$ cat src/sef_pkg.sv
// sef_pkg: constants, opcodes and states of the serial eeprom front end
// assumes a 50 MHz system clock that oversamples the serial pins
`default_nettype none
package sef_pkg;
	// clock and self-timed status update
	localparam int CLK_PERIOD_NS = 20;
	localparam int T_WRITE_NS = 5_000_000;
	// longest time, so round down
	localparam int WRITE_CYC = T_WRITE_NS / CLK_PERIOD_NS;

	// instruction byte: upper nibble must be zero, bit 3 is the top address bit for read and write, else don't care
	localparam logic [3:0] OP_HI = 4'h0;
	localparam int OP_XBIT = 3;
	localparam logic [2:0] OP_ARM = 3'h6;
	localparam logic [2:0] OP_DISARM = 3'h4;
	localparam logic [2:0] OP_POLL = 3'h5;
	localparam logic [2:0] OP_UPDATE = 3'h1;
	localparam logic [2:0] OP_READ = 3'h3;
	localparam logic [2:0] OP_WRITE = 3'h2;

	// status word layout
	localparam int SW_BUSY = 0;
	localparam int SW_ARM = 1;
	localparam int SW_GLO = 2;
	localparam int SW_GHI = 3;
	localparam logic [1:0] GUARD_RST = 2'h0;
	localparam logic [2:0] BIT_LAST = 3'h7;

	// protected region base addresses
	localparam int ADDR_W = 9;
	localparam logic [ADDR_W-1:0] PROT_QTR = 9'h180;
	localparam logic [ADDR_W-1:0] PROT_HALF = 9'h100;
	localparam logic [ADDR_W-1:0] PROT_ALL = 9'h000;

	// front end states, one-hot
	typedef enum logic [6:0] {
		ST_IDLE = 7'h01,
		ST_CMD = 7'h02,
		ST_WAIT = 7'h04,
		ST_POLL = 7'h08,
		ST_UPD = 7'h10,
		ST_UPDE = 7'h20,
		ST_ARR = 7'h40
	} sef_state_t;
endpackage : sef_pkg
`default_nettype wire

$ cat src/sef_front_end.sv
// sef_front_end: serial command front end, status word, update cycle
// assumes all serial pins are asynchronous to i_clk and much slower
// Overview of operation
// - serial output bit changes after a falling serial clock edge
// - instruction, address and data bits captured on rising serial clock
// - unit-select high deselects, floats output, standby unless cycle runs
// - no instruction is taken until a falling unit-select edge is seen
// - pause floats output and ignores input and clock, stays selected
// - lock pin low blocks array write and update instructions
// - lock pin change never aborts a running internal cycle
// - unknown instruction code makes the unit ignore input until reselected
// - arm 0000x110, disarm 0000x100, poll 0000x101, x ignored
// - update 0000x001, read 0000A011, write 0000A010, A top address
// - only the arm command sets the arm flag, at its decode
// - after arm or disarm byte the unit waits for deselection
// - arm flag cleared by reset, disarm, cycle end and lock falling
// - poll accepted anytime, status repeats while clocking continues
// - status busy bit is one exactly while a write or update cycle runs, o_busy_flag one clock later
// - with arm flag clear, array write and update are rejected
// - guard bits change only by update or reset; update taken only without hardware lock
// - update ignores bits 7..4,1,0; bits 7..4 read zero
// - extra clock after update data byte discards the update
// - deselect after valid update starts a timed cycle, then clears arm
// - old guard bits apply until the update cycle completes
// - guard 00 none, 01 upper quarter, 10 upper half, 11 all
// - pause pin enters and leaves pause only while the serial clock is low; deselect ends pause at once
`timescale 1ns/1ps
`default_nettype none
module sef_front_end #(
	parameter int WRITE_TIME_CYC = sef_pkg::WRITE_CYC
) (
	// clock and reset
	input wire logic i_clk,
	input wire logic i_rst,
	// serial pins
	input wire logic i_sck,
	input wire logic i_cs_n,
	input wire logic i_sdi,
	input wire logic i_pause_n,
	input wire logic i_lock_n,
	output logic o_sdo,
	output logic o_sdo_oe_n,
	// array sequencer hand-off
	input wire logic i_arr_busy,
	input wire logic i_arr_done,
	output logic o_arr_rd_go,
	output logic o_arr_wr_go,
	output logic o_top_addr_bit,
	// status and protection
	output logic o_busy_flag,
	output logic o_arm_flag,
	output logic o_guard_hi,
	output logic o_guard_lo,
	output logic o_prot_en,
	output logic [sef_pkg::ADDR_W-1:0] o_prot_base,
	output logic o_standby
);
	import sef_pkg::*;

	localparam int TW = $clog2(WRITE_TIME_CYC + 1);

	typedef struct packed {
		logic cs_s1;
		logic cs_s2;
		logic cs_d;
		logic ck_s1;
		logic ck_s2;
		logic ck_d;
		logic di_s1;
		logic di_s2;
		logic hd_s1;
		logic hd_s2;
		logic hd_d;
		logic wp_s1;
		logic wp_s2;
		logic wp_d;
		logic paused;
		sef_state_t fsm;
		logic [2:0] bit_cnt;
		logic [7:0] in_sr;
		logic [7:0] out_sr;
		logic [2:0] out_cnt;
		logic drv;
		logic arm;
		logic upd_busy;
		logic [TW-1:0] timer;
		logic [1:0] guard;
		logic [1:0] pend;
		logic sdo;
		logic sdo_oe_n;
		logic rd_go;
		logic wr_go;
		logic top;
		logic busy_o;
		logic prot_en;
		logic [ADDR_W-1:0] prot_base;
		logic standby;
	} sef_regs_t;

	sef_regs_t r_ff;
	sef_regs_t nxt_r;

	////////////////////////////////////////////////////////////////////////
	// helpers

	// write-type instructions need arm, no lock and no running cycle
	function automatic logic wr_ok(input logic arm, input logic lock_hi,
		input logic busy);
	begin
		wr_ok = arm & lock_hi & ~busy;
	end
	endfunction : wr_ok

	// lowest protected address for each guard setting
	function automatic logic [ADDR_W-1:0] prot_base_f(input logic [1:0] g);
	begin
		case (g)
			2'h1: prot_base_f = PROT_QTR;
			2'h2: prot_base_f = PROT_HALF;
			default: prot_base_f = PROT_ALL;
		endcase
	end
	endfunction : prot_base_f

	// edge events, all taken from the second sync stage onward
	logic sel;
	logic ck_rise;
	logic ck_fall;
	logic cs_fall;
	logic cs_rise;
	logic act;
	logic busy;
	logic last_bit;
	logic [7:0] byte_in;
	logic [7:0] status;

	assign sel = ~r_ff.cs_s2;
	assign ck_rise = r_ff.ck_s2 & ~r_ff.ck_d;
	assign ck_fall = ~r_ff.ck_s2 & r_ff.ck_d;
	assign cs_fall = ~r_ff.cs_s2 & r_ff.cs_d;
	assign cs_rise = r_ff.cs_s2 & ~r_ff.cs_d;
	assign act = sel & ~r_ff.paused;
	assign busy = r_ff.upd_busy | i_arr_busy;
	assign last_bit = ck_rise & act & (r_ff.bit_cnt == BIT_LAST);
	assign byte_in = {r_ff.in_sr[6:0], r_ff.di_s2};
	// upper nibble reads zero whatever was written
	assign status = {4'h0, r_ff.guard, r_ff.arm, busy};

	////////////////////////////////////////////////////////////////////////
	// next state

	always_comb
	begin
		nxt_r = r_ff;
		// two-stage synchronisers and edge delays
		nxt_r.cs_s1 = i_cs_n;
		nxt_r.cs_s2 = r_ff.cs_s1;
		nxt_r.cs_d = r_ff.cs_s2;
		nxt_r.ck_s1 = i_sck;
		nxt_r.ck_s2 = r_ff.ck_s1;
		nxt_r.ck_d = r_ff.ck_s2;
		nxt_r.di_s1 = i_sdi;
		nxt_r.di_s2 = r_ff.di_s1;
		nxt_r.hd_s1 = i_pause_n;
		nxt_r.hd_s2 = r_ff.hd_s1;
		nxt_r.hd_d = r_ff.hd_s2;
		nxt_r.wp_s1 = i_lock_n;
		nxt_r.wp_s2 = r_ff.wp_s1;
		nxt_r.wp_d = r_ff.wp_s2;
		nxt_r.rd_go = 1'b0;
		nxt_r.wr_go = 1'b0;

		// self-timed update: lock has no say here
		if (r_ff.upd_busy)
		begin
			if (r_ff.timer == TW'(1))
			begin
				nxt_r.upd_busy = 1'b0;
				nxt_r.guard = r_ff.pend;
				nxt_r.arm = 1'b0;
			end
			else
				nxt_r.timer = r_ff.timer - TW'(1);
		end
		// clears come first so a same-cycle arm decode still wins
		if (i_arr_done || (r_ff.wp_d && !r_ff.wp_s2))
			nxt_r.arm = 1'b0;

		// pause pin only enters or leaves pause while the serial clock is low
		if (sel && !r_ff.ck_s2 && r_ff.hd_d && !r_ff.hd_s2)
			nxt_r.paused = 1'b1;
		if (!r_ff.ck_s2 && !r_ff.hd_d && r_ff.hd_s2)
			nxt_r.paused = 1'b0;

		// selection starts a command; no fall, no command
		if (cs_fall)
		begin
			nxt_r.fsm = ST_CMD;
			nxt_r.bit_cnt = 3'h0;
		end

		// capture on rising serial clock
		if (ck_rise && act)
		begin
			nxt_r.in_sr = byte_in;
			nxt_r.bit_cnt = r_ff.bit_cnt + 3'h1;
			case (r_ff.fsm)
				ST_CMD:
				begin
					if (last_bit)
					begin
						// anything outside the set parks until deselect
						nxt_r.fsm = ST_WAIT;
						if (byte_in[7:4] == OP_HI)
						begin
							// bit 3 only matters for array access
							case (byte_in[2:0])
								OP_ARM:
									nxt_r.arm = 1'b1;
								OP_DISARM:
									nxt_r.arm = 1'b0;
								OP_POLL:
								begin
									nxt_r.fsm = ST_POLL;
									nxt_r.out_sr = status;
									nxt_r.out_cnt = 3'h0;
									nxt_r.drv = 1'b0;
								end
								OP_UPDATE:
								begin
									if (wr_ok(r_ff.arm, r_ff.wp_s2, busy))
										nxt_r.fsm = ST_UPD;
								end
								OP_READ:
								begin
									if (!busy)
									begin
										nxt_r.fsm = ST_ARR;
										nxt_r.rd_go = 1'b1;
										nxt_r.top = byte_in[OP_XBIT];
									end
								end
								OP_WRITE:
								begin
									if (wr_ok(r_ff.arm, r_ff.wp_s2, busy))
									begin
										nxt_r.fsm = ST_ARR;
										nxt_r.wr_go = 1'b1;
										nxt_r.top = byte_in[OP_XBIT];
									end
								end
								default:
									nxt_r.fsm = ST_WAIT;
							endcase
						end
					end
				end
				ST_UPD:
				begin
					if (last_bit)
					begin
						// only the guard field of the data byte is kept
						nxt_r.pend = byte_in[SW_GHI:SW_GLO];
						nxt_r.fsm = ST_UPDE;
					end
				end
				// one more rising edge throws the update away
				ST_UPDE:
					nxt_r.fsm = ST_WAIT;
				default:
					nxt_r.fsm = r_ff.fsm;
			endcase
		end

		// shift out on falling serial clock, byte after byte
		if (ck_fall && act && r_ff.fsm == ST_POLL)
		begin
			nxt_r.sdo = r_ff.out_sr[7];
			nxt_r.drv = 1'b1;
			nxt_r.out_cnt = r_ff.out_cnt + 3'h1;
			if (r_ff.out_cnt == BIT_LAST)
				nxt_r.out_sr = status;
			else
				nxt_r.out_sr = {r_ff.out_sr[6:0], 1'b0};
		end

		// deselect: start a valid update, drop everything else
		if (cs_rise && r_ff.fsm == ST_UPDE && !busy)
		begin
			nxt_r.upd_busy = 1'b1;
			nxt_r.timer = TW'(WRITE_TIME_CYC);
		end
		if (!sel)
		begin
			nxt_r.fsm = ST_IDLE;
			nxt_r.paused = 1'b0;
			nxt_r.bit_cnt = 3'h0;
		end

		// output enable follows selection, pause and poll state
		nxt_r.sdo_oe_n = ~(act & (r_ff.fsm == ST_POLL) & nxt_r.drv);
		nxt_r.busy_o = busy;
		nxt_r.prot_en = |r_ff.guard;
		nxt_r.prot_base = prot_base_f(r_ff.guard);
		nxt_r.standby = ~sel & ~busy;
	end

	////////////////////////////////////////////////////////////////////////
	// state register

	// guard bits take their stored default only at reset
	always_ff @(posedge i_clk or posedge i_rst)
	begin
		if (i_rst)
		begin
			r_ff <= '0;
			r_ff.fsm <= ST_IDLE;
			r_ff.sdo_oe_n <= 1'b1;
			r_ff.guard <= GUARD_RST;
		end
		else
			r_ff <= nxt_r;
	end

	// outputs, all straight from the state register
	assign o_sdo = r_ff.sdo;
	assign o_sdo_oe_n = r_ff.sdo_oe_n;
	assign o_arr_rd_go = r_ff.rd_go;
	assign o_arr_wr_go = r_ff.wr_go;
	assign o_top_addr_bit = r_ff.top;
	assign o_busy_flag = r_ff.busy_o;
	assign o_arm_flag = r_ff.arm;
	assign o_guard_hi = r_ff.guard[1];
	assign o_guard_lo = r_ff.guard[0];
	assign o_prot_en = r_ff.prot_en;
	assign o_prot_base = r_ff.prot_base;
	assign o_standby = r_ff.standby;
endmodule : sef_front_end
`default_nettype wire

$ cat config.mk
export PLATFORM = sky130hd
export DESIGN_NAME = sef_front_end
export DESIGN_NICKNAME = d
export VERILOG_FILES = /design/src/sef_pkg.sv /design/src/sef_front_end.sv
export SDC_FILE = /design/constraint.sdc
export NUM_CORES = 1
export LEC_CHECK = 0
export ABC_AREA = 1
export BUFFER_PORTS_ARGS = -buffer_cell sky130_fd_sc_hd__buf_2
export CAP_MARGIN = 10
export CORE_MARGIN = 2
export CORE_UTILIZATION = 42
export CTS_CLUSTER_SIZE = 40
export DETAILED_ROUTE_END_ITERATION = 8
export GPL_TIMING_DRIVEN = 0
export PLACE_DENSITY = 0.59
export SYNTH_ARGS = -nofsm -noshare
export SYNTH_HDL_FRONTEND = slang
export SYNTH_SLANG_ARGS = --single-unit
$ cat constraint.sdc
create_clock -name i_clk -period 5.3 [get_ports i_clk]
set_input_delay 0.265 -clock i_clk [delete_from_list [all_inputs] [get_ports i_clk]]
set_output_delay 0.265 -clock i_clk [all_outputs]
set_load 0.05 [all_outputs]
# Yosys cells after proc, flatten, opt, wreduce, memory -nomap -nowiden
# Cells that the tools add are included.
# Widths: inputs -> output; s select.
# classes
addsub	3
multipliers	0
n_div	0
magnitude_cmp	0
eq_ne	19
shifts	0
n_mux	37
bitwise_logic	20
n_reduce_logical	33
# op_table
op	n
$mux 13	3
$mux 7	5
$mux 31	1
$pmux 7 s4	1
$mux 12	2
$mux 22	1
$pmux 7 s3	1
$mux 19	1
$eq 18x1->1 const B	1
$mux 18	1
$pmux 9 s2	1
$sub 18x1->18 const B	1
$eq 3x3->1 const B	5
$reduce_bool 2->1	7
$and 1x1->1	12
$mux 3	4
$logic_and 1x1->1	11
$mux 11	1
$mux 10	1
$mux 8	1
$eq 7x2->1 const B	1
$eq 7x4->1 const B	1
$eq 7x5->1 const B	1
$eq 7x6->1 const B	1
other kinds (23)	47
# word_totals
regBits	86
latch_bits	0
ramBits	0
mem_bits_ro	0
inputBits	9
output_inout_bits	20
mem_count	0

# Longest topological paths before layout
# Gate-level depths: netlist of the first run.
# depth
word_depth	12
mapped_depth	11

# Least setup slack after synthesis of the first run
# OpenSTA, ideal clock, no wires.
# synth_path
path_type	register to register
from	register r_ff[61] (netlist bit)
to	register r_ff[46] (netlist bit)
arrival_time_ns	1.371
required_ns	5.169
setup_slack_ns	3.797
stages_incl_launch_ff	9
period_less_slack_ns	1.503
path_cell_list	dfrtp_1 -> ha_1 -> ha_1 -> inv_1 -> nor3_1 -> nand3_2 -> buf_4 -> nand3_1 -> o211ai_1
# synth_via
elab_chain_cells	4
# synth_lines
element	line_no	rtl
start, declared	sef_front_end.sv:100	sef_regs_t r_ff;
start signal, assigned	sef_front_end.sv:322	r_ff <= nxt_r;
$eq 3x3->1	sef_front_end.sv:144	assign last_bit = ck_rise & act & (r_ff.bit_cnt == BIT_LAST);
$and 1x1->1	sef_front_end.sv:144	
$reduce_bool 2->1 (no source line)	-	
$reduce_and 5->1 (no source line)	-	
# Every way passes these cells.
# A chain may end at the register's enable or synchronous reset.

# Worst setup path in the final report of the first run
# layout_path
from	register r_ff[61] (netlist bit)
to	register r_ff[48] (netlist bit)
# Same word-level chain as after synthesis.

==> results.md, run 1 <==
- Status: finished, final reports clean
- Biggest cell delay along the critical path: 0.37 ns
- Top-Level Pins: 29
- DR vias: 3,171
- Leading cell type by number of instances after synthesis: nand2_1
- Total routing usage reported by global routing: around 18%
- Fraction of the yosys area taken by sequential cells: 48.7%
- Upper clock frequency limit: 588 MHz
- Final Skew: approximately 0.015 ns
- Overall routed net length: 8220 µm
- Core footprint: 9240 µm²
- CP startpoint kind: register
- Die boundary width: 102 µm
- Maximum level of the CTS H-tree: 3
- Mean cell area of the mapped netlist: 8.58 µm²
- Dominant cell type by count on the critical path: ha_1
- Clock tree from TritonCTS: done
- Slowest CP cell: dfrtp_1
- Total number of placement rows: 35
- List of cells traversed by the critical path: ha_1 -> ha_1 -> inv_1 -> nor3_1 -> nand3_2 -> buf_4 -> nand3_1 -> o211ai_1
- Vert. Die Dim: 102 µm
- CP required: 5.52 ns
- Total number of yosys warnings: 0
- Weighted congestion reported at the end of routability-driven placement: 0.893
- Crit path max fanout: 10
- Setup Total Neg Slack: 0 ns
- Count of max-cap constraint violations: 0
- Number of DRC markers after the initial detailed-route iteration: between 150 and 200
- Pint: 0.000918 W
- Routed wire per std cell: roughly 13 µm
- Pin count of the biggest net entering global routing: 41
- Area share of the largest cell type after synthesis: 47.4%
- Minimum setup slack in the final design: 3.60 ns
- Synthesized area: 4010 µm²
- Async set-reset flop share out of synthesis: 100%
- GRT overflow: 0
- # setup viols final: 0
- Worst-case hold slack: 0.0254 ns
- Antenna viol nets, final: 0
- Total inserted antenna cells: 0
- Total iterations of the first detailed-routing run: 4
- Max Root-Sink Buffers: 2
- Most numerous cell types in the synthesized netlist: 95 x nand2_1, 76 x dfrtp_1, 54 x inv_1
- Critical path class: reg2reg
- Synth unique cells: 37
- Number of max-slew violations in the final report: 0
- Worst relative slew slack: 65.7%
- Minimum setup slack among reg-to-reg paths: about 3.6 ns
- Cell type with the largest total area after synthesis: dfrtp_1
- Final standard cell area without fillers: 4570 µm²
- Post-cts sizing count: 0
- IR drop worst, VDD: 0.113 mV
- Avg Vias per Cell: 4.93
- Clock period minus worst slack: 1.70 ns
- Clk root buf: clkbuf_8
- Overall die area: 10,400 µm²
- Antenna violations before repair: 0
- Leakage: 2.27 nW
- Clock power frac: 40.4%
- Sw frac: 25.5%
- Power share of the sequential group: 51.4%
- Sw Pwr: 0.000314 W
- Area after detailed placement: around 4300 µm²
- Post-route fraction of the period consumed by the critical path: 32.1%
- Pre-CTS setup slack: 3.60 ns
- Fraction of final layout cells with drive strength greater than 1: between 10% and 20%
- Global-route wire length before repair: 14,400 µm
- Number of fill cells: 918
- Worst Setup End Kind: register
- Number of storage elements in the synthesis netlist: 78
- RSZ-0062 raised after global routing: no
- Combinational power share: approximately 8.3%
- Overall Power: about 0.0012 W
- Final HPWL from detailed placement: roughly 6000 µm
- Leading post-synthesis cells by cell area: dfrtp_1 47%, nand2_1 8.9%, inv_1 5.0%
- Power Dens Cells: 270 nW/µm²
- Class of the tightest hold or removal check: in2reg
- EDFF count, synth: 0
- CTS clk-pin slew, worst paths: ~0.08 ns
- Number of instances in the synthesized netlist: around 470
- Transition time of the tightest slew-check pin: 0.514 ns
- Critical Path AT: just under 2 ns
- Clk sinks: 78
- Layout Area Growth over Synthesis: 13.8%
- Number of global-route vias before repair: 3,030
- Net count, final: 526
- Port bufs: 21
- Hold Fails Final Rpt: 0
- Number of clock buffers inserted by TritonCTS: 9
- Dominant synthesized flop cell: dfrtp_1
- Total DRC errors in the routed layout: 0
- Starting density of the core: a little over two fifths
- Clock latency of the later-clocked register in the worst-skew pair: 0.35 ns
==> critical path: cells and delay by family, from the launching register on <==
family | cells | cell delay [ns]
AO/OA/AOI/OAI | 1 | 0.08
buffers and inverters | 2 | 0.34
AND/OR/NAND/NOR | 3 | 0.45
adder cells (fa/ha/maj) | 2 | 0.34
flip-flops | 1 | 0.37
==> cells by family (layout without fill, tap and decap cells) <==
group	after synthesis	after routing	share of synthesized area [%]
AOI/OAI and AO/OA	65	65	9.35
xor gates and xnor gates	7	7	1.53
adders and majority gates	8	8	2.49
buffers and inverters	79	119	9.23
DFF	78	78	48.7
muxes	3	3	0.748
other	1	7	0.0934
and+or+nand+nor	227	227	27.9
==> stage by stage <==
stage,util [%],std cells
CTS,49.3,642
finish,49.4,643
detailed placement,46.8,625
floorplan,-,474
global placement,46.6,624
global route,49.4,643
==> area by class of cell <==
class                           count  area, µm²  share of cell area, %
Sequential cell                    78       1950                   42.8
Clock inverter                      6       85.1                   1.86
Timing Repair Buffer               24        145                   3.18
Inverter                           62        240                   5.26
Tap cell                          129        161                   3.53
Buffer                             17        133                   2.90
Multi-Input combinational cell    317       1710                   37.5
Clock buffer                       10        138                   3.01
==> power groups by stage <==
stage	clock network (W)	registers, W	logic, W
after CTS	0.000512	0.000632	0.000102
final	0.000497	0.000633	0.000102
after floorplan	0	0.000639	0.0000775
after global placement	0	0.000643	0.0000964
after detailed placement	0	0.000644	0.000100
after global routing	0.000544	0.000635	0.000115
==> state kept, by name, indices dropped and copies added, names as in the netlist, 2 cells and up <==
signal	flops
r_ff	48
byte_in	8
nxt_r	9
o_prot_base	2
==> worst paths after layout <==
path	from	end	depth (start not counted)
worst min register to register	nxt_r[84]	nxt_r[83]	0
worst min-delay path	i_pause_n	nxt_r[76]	1
min in group asynchronous	i_rst	r_ff[26]	3
worst max-delay path	r_ff[61]	r_ff[48]	8
max in group asynchronous	i_rst	o_sdo_oe_n	4
worst max register to register	r_ff[61]	r_ff[48]	8
==> repair_timing <==
action,4_1_cts,5_1_grt
endpoints found under the hold margin,38,1
buffers inserted,0,0
hold buffers,1,1
==> per-layer routing <==
| metal | GRT usage (%) | vias up | share of wire (%) |
|---|---|---|---|
| met3 | 2.76 | 18 | 3.9 |
| li1 | - | 1584 | - |
| met4 | 8.52 | 0 | 2.6 |
| met5 | 0 | - | 0 |
| met1 | 25.2 | 1498 | 48 |
| met2 | 27.2 | 71 | 46 |
==> layout by cell type, fill, tap and decap left out, types with 3 or more instances in the layout <==
master and instances:
nand2_1 95, dfrtp_1 76, inv_1 53, nor2_1 48, nand3_1 34, o21ai_0 26, buf_2 24, o21ai_1 16
buf_4 11, nor3_1 10, nand4_1 10, clkbuf_8 10, a21oi_1 8, ha_1 8, nor2_2 7, xor2_1 7
conb_1 7, inv_2 6, o21ai_2 6, nor2_4 5, nand2_2 4, nand3_2 4, inv_4 3, nor3_2 3
nand2_4 3, mux2i_1 3, o211ai_1 3
Power figures use the tool's default switching activity.
==> run 2, diff against run 1 <==
--- a/config.mk
+++ b/config.mk
@@ -5,7 +5,7 @@
 export SDC_FILE = /design/constraint.sdc
 export NUM_CORES = 1
 export LEC_CHECK = 0
-export ABC_AREA = 1
+export ABC_AREA = 0
 export BUFFER_PORTS_ARGS = -buffer_cell sky130_fd_sc_hd__buf_2
 export CAP_MARGIN = 10
 export CORE_MARGIN = 2
@@ -13,7 +13,7 @@
 export CTS_CLUSTER_SIZE = 40
 export DETAILED_ROUTE_END_ITERATION = 8
 export GPL_TIMING_DRIVEN = 0
-export PLACE_DENSITY = 0.59
+export PLACE_DENSITY = 0.62
 export SYNTH_ARGS = -nofsm -noshare
 export SYNTH_HDL_FRONTEND = slang
 export SYNTH_SLANG_ARGS = --single-unit
==> constraint.sdc (replaced) <==
create_clock -name i_clk -period 1.4 [get_ports i_clk]
set_input_delay 0.07 -clock i_clk [delete_from_list [all_inputs] [get_ports i_clk]]
set_output_delay 0.07 -clock i_clk [all_outputs]
set_load 0.05 [all_outputs]
==> run 2 against run 1 <==
Effect of this change:
- the flow now finishes with violations (negative hold slack, negative setup slack)
- die area fell by 10%
- critical path type unchanged
- largest cell class unchanged
- register-to-register slack got worse by 4.4 ns
- synthesized cell count fell by 25%
- routed wire length fell by 6.0%
- worst setup slack got worse by 4.4 ns
==> results.md, run 2 <==
- Transition time of the tightest slew-check pin: 0.513 ns (-0.000510 ns)
- R2r worst-path depth: 6 (-2)
- Fraction of final layout cells with drive strength greater than 1: 34.3% (+14 points)
- Total inserted antenna cells: 0 (unchanged)
- Number of hold buffers added after cts: 6 (+5)
- Number of max-slew violations in the final report: 0 (unchanged)
- Maximum level of the CTS H-tree: 3 (unchanged)
- Final Skew: 0.00548 ns (-0.00926 ns)
- Global-route wire length before repair: 12,700 µm (-12%)
- Max Root-Sink Buffers: 2 (unchanged)
- Hold Fails Final Rpt: 1 (+1)
- Total iterations of the first detailed-routing run: 4 (unchanged)
- Worst reg2reg startpoint: nxt_r[83]
- Upper clock frequency limit: 456 MHz (-22%)
- Weighted congestion reported at the end of routability-driven placement: 0.874 (-2.2%)
- WHS Endpoint: r_ff[45]
- Clock period minus worst slack: 2.19 ns (+0.492 ns)
- Worst Setup End Kind: register
- Count of max-cap constraint violations: 0 (unchanged)
- Post-route fraction of the period consumed by the critical path: 157% (+120 points)
- EDFF count, synth: 0 (unchanged)
- Critical Path AT: 2.43 ns (+0.50 ns)
- Pin count of the biggest net entering global routing: 33 (-20%)
- Starting density of the core: 43.4% (-0.076 points)
- Critical path class: reg2reg
- Most numerous cell types in the synthesized netlist: 76 x dfrtp_1, 68 x nand2_1, 19 x nor2_1
- Class of the tightest hold or removal check: in2reg
- Clock latency of the later-clocked register in the worst-skew pair: 0.35 ns (about the same)
- Number of storage elements in the synthesis netlist: 78 (unchanged)
- Number of global-route vias before repair: 2,636 (-13%)
- Synth unique cells: 55 (+49%)
- Overall die area: 9280 µm² (-10%)
- Total DRC errors in the routed layout: 0 (unchanged)
- Top-Level Pins: 29 (unchanged)
- Layout Area Growth over Synthesis: 33.5%
- CTS clk-pin slew, worst paths: 0.08 ns (about the same)
- Antenna viol nets, final: 0 (unchanged)
- CP startpoint kind: register
- Clock tree from TritonCTS: done
- Number of fill cells: 730 (-20%)
- Startpoint of the lowest-slack hold path: i_arr_busy
- Worst relative slew slack: 65.7% (about the same)
- Number of instances in the synthesized netlist: 353 (-25%)
- Total routing usage reported by global routing: 17.9% (about the same)
- Final non-filler cell total: 537 (-16%)
- Clk root buf: clkbuf_8
- Area share of the largest cell type after synthesis: 53.1% (+5.7 points)
- Number of clock buffers inserted by TritonCTS: 9 (unchanged)
- Antenna violations before repair: 0 (unchanged)
- Overall Power: 0.00462 W (+270%)
- Crit path max fanout: 3 (-7)
- Largest register by flop count: r_ff
- Leakage: 2.16 nW (-4.8%)
- Worst hold stages: 3 (+2)
- Status: complete, but fails checks
- Total number of yosys warnings: 0 (unchanged)
- Cell type with the largest total area after synthesis: dfrtp_1
- Clk sinks: 78 (unchanged)
- Leading cell type by number of instances after synthesis: dfrtp_1
- Fraction of the yosys area taken by sequential cells: 54.6% (+5.9 points)
- Number of DRC markers after the initial detailed-route iteration: 119 (-31%)
- DR vias: 2,795 (-12%)
- Net count, final: 444 (-16%)
- Sequential cell area: 1960 µm² (+0.13%)
- Power Dens Cells: 966 nW/µm² (+260%)
- Vert. Die Dim: 96.3 µm (-5.3%)
- IR drop worst, VDD: 0.630 mV (+460%)
- Leading post-synthesis cells by cell area: dfrtp_1 53%, nand2_1 7.1%, ha_1 2.8%
- Number of flip-flops in the largest register: 48 (unchanged)
- Area used by multi-input combinational logic: 1780 µm² (+4.0%)
- CP required: 1.64 ns (-3.88 ns)
- Violated checks: negative hold slack, negative setup slack
- Port bufs: 21 (unchanged)
- Synthesized area: 3580 µm² (-11%)
- Most common cell after layout, fill and taps aside: dfrtp_1
- # setup viols final: 58 (+58)
- Die boundary width: 96.3 µm (-5.3%)
- Cell total after placement: 487 (-22%)
- GRT overflow: 0 (unchanged)
- Minimum setup slack in the final design: -0.794 ns (-4.39 ns)
- Total number of placement rows: 33 (-5.7%)
- Avg Vias per Cell: 5.20 (+5.5%)
- RSZ-0062 raised after global routing: yes
- Core footprint: 8260 µm² (-11%)
- Minimum setup slack among reg-to-reg paths: -0.79 ns (-4.39 ns)
- Commonest non-fill, non-tap cells in the layout: 74 x dfrtp_1, 65 x nand2_1, 29 x buf_4, 21 x buf_2, 15 x inv_1
- Final HPWL from detailed placement: 5000 µm (-16%)
- Endpoint of the most critical register-to-register path: r_ff[18]
- Worst-case hold slack: -0.00209 ns (-0.0275 ns)
- Mean cell area of the mapped netlist: 10.1 µm² (+18%)
- Dominant synthesized flop cell: dfrtp_1
- Async set-reset flop share out of synthesis: 100% (unchanged)
- Routed wire per std cell: 14.4 µm (+13%)
- Overall routed net length: 7730 µm (-6.0%)
[run 2: worst max-delay path by stage]
stage	cells past startpoint	endpoint	slack, ns	from
floorplan	7	o_top_addr_bit	-0.78	nxt_r[83]
global placement	7	o_top_addr_bit	-0.93	nxt_r[83]
detailed placement	7	o_top_addr_bit	-0.92	nxt_r[83]
CTS	6	o_top_addr_bit	-0.90	nxt_r[83]
global route	6	r_ff[18]	-0.86	nxt_r[83]
finish	6	r_ff[18]	-0.79	nxt_r[83]
[run 2: worst max-delay path, stage by stage, from the launching register on]
cell	delay, ns
dfrtp_1	0.40
buf_6	0.12
or4b_4	0.51
or3_4	0.38
buf_6	0.14
nor3_4	0.22
mux2_4	0.32
[run 2: cell families (layout without fill, tap and decap cells)]
logic type / after synthesis / in the layout / synth area share [%]
muxes: 6 / 6 / 1.92
adders and majority gates: 8 / 8 / 2.80
other: 1 / 7 / 0.105
DFF: 78 / 78 / 54.6
buffers and inverters: 37 / 110 / 5.24
xor gates and xnor gates: 11 / 11 / 2.69
and+or+nand+nor: 156 / 156 / 22.0
AOI/OAI and AO/OA: 56 / 56 / 10.7
[run 2: power breakdown]
| group | internal (W) | switching, W | leakage [nW] |
|---|---|---|---|
| sequential | 0.00233 | 0.000101 | 0.948 |
| clock | 0.000922 | 0.000843 | 0.106 |
| combinational | 0.000168 | 0.000252 | 1.11 |
| total | 0.00342 | 0.00120 | 2.16 |
[run 2: final cells by class]
cell class              instances  share of cell area (%)
flip-flops and latches         78                    40.9
multi-input cells             244                    37.3
repair buffers                 61                    10.3
clock buffers                  11                    3.17
plain buffers                  16                    3.04
well taps                     105                    2.75
inverters                      17                    1.41
clock inverters                 5                    1.18
[run 2: timing repair]
action	4_1_cts	5_1_grt
buffers inserted	23	10
pin swaps	25	33
endpoints found under the setup margin	58	58
hold endpoints to repair	26	1
gates resized for setup	29	32
[run 2: per-layer routing]
metal  up-vias  wire [µm]  track usage [%]
met5         -          0                0
met4         0        189             7.63
met3        14        215             3.60
met2        53       3660             27.0
met1      1360       3670             25.2
li1       1368          -                -
[run 2: through the flow]
step	TNS, ns	worst slack [ns]	util [%]	cell area [µm²]
finish	-29.63	-0.794	57.9	4780
global route	-33.87	-0.865	57.9	4780
CTS	-32.46	-0.896	55.8	4610
detailed placement	-33.80	-0.925	49.0	4040
global placement	-43.19	-0.925	48.5	4000
floorplan	-23.37	-0.779	-	3770
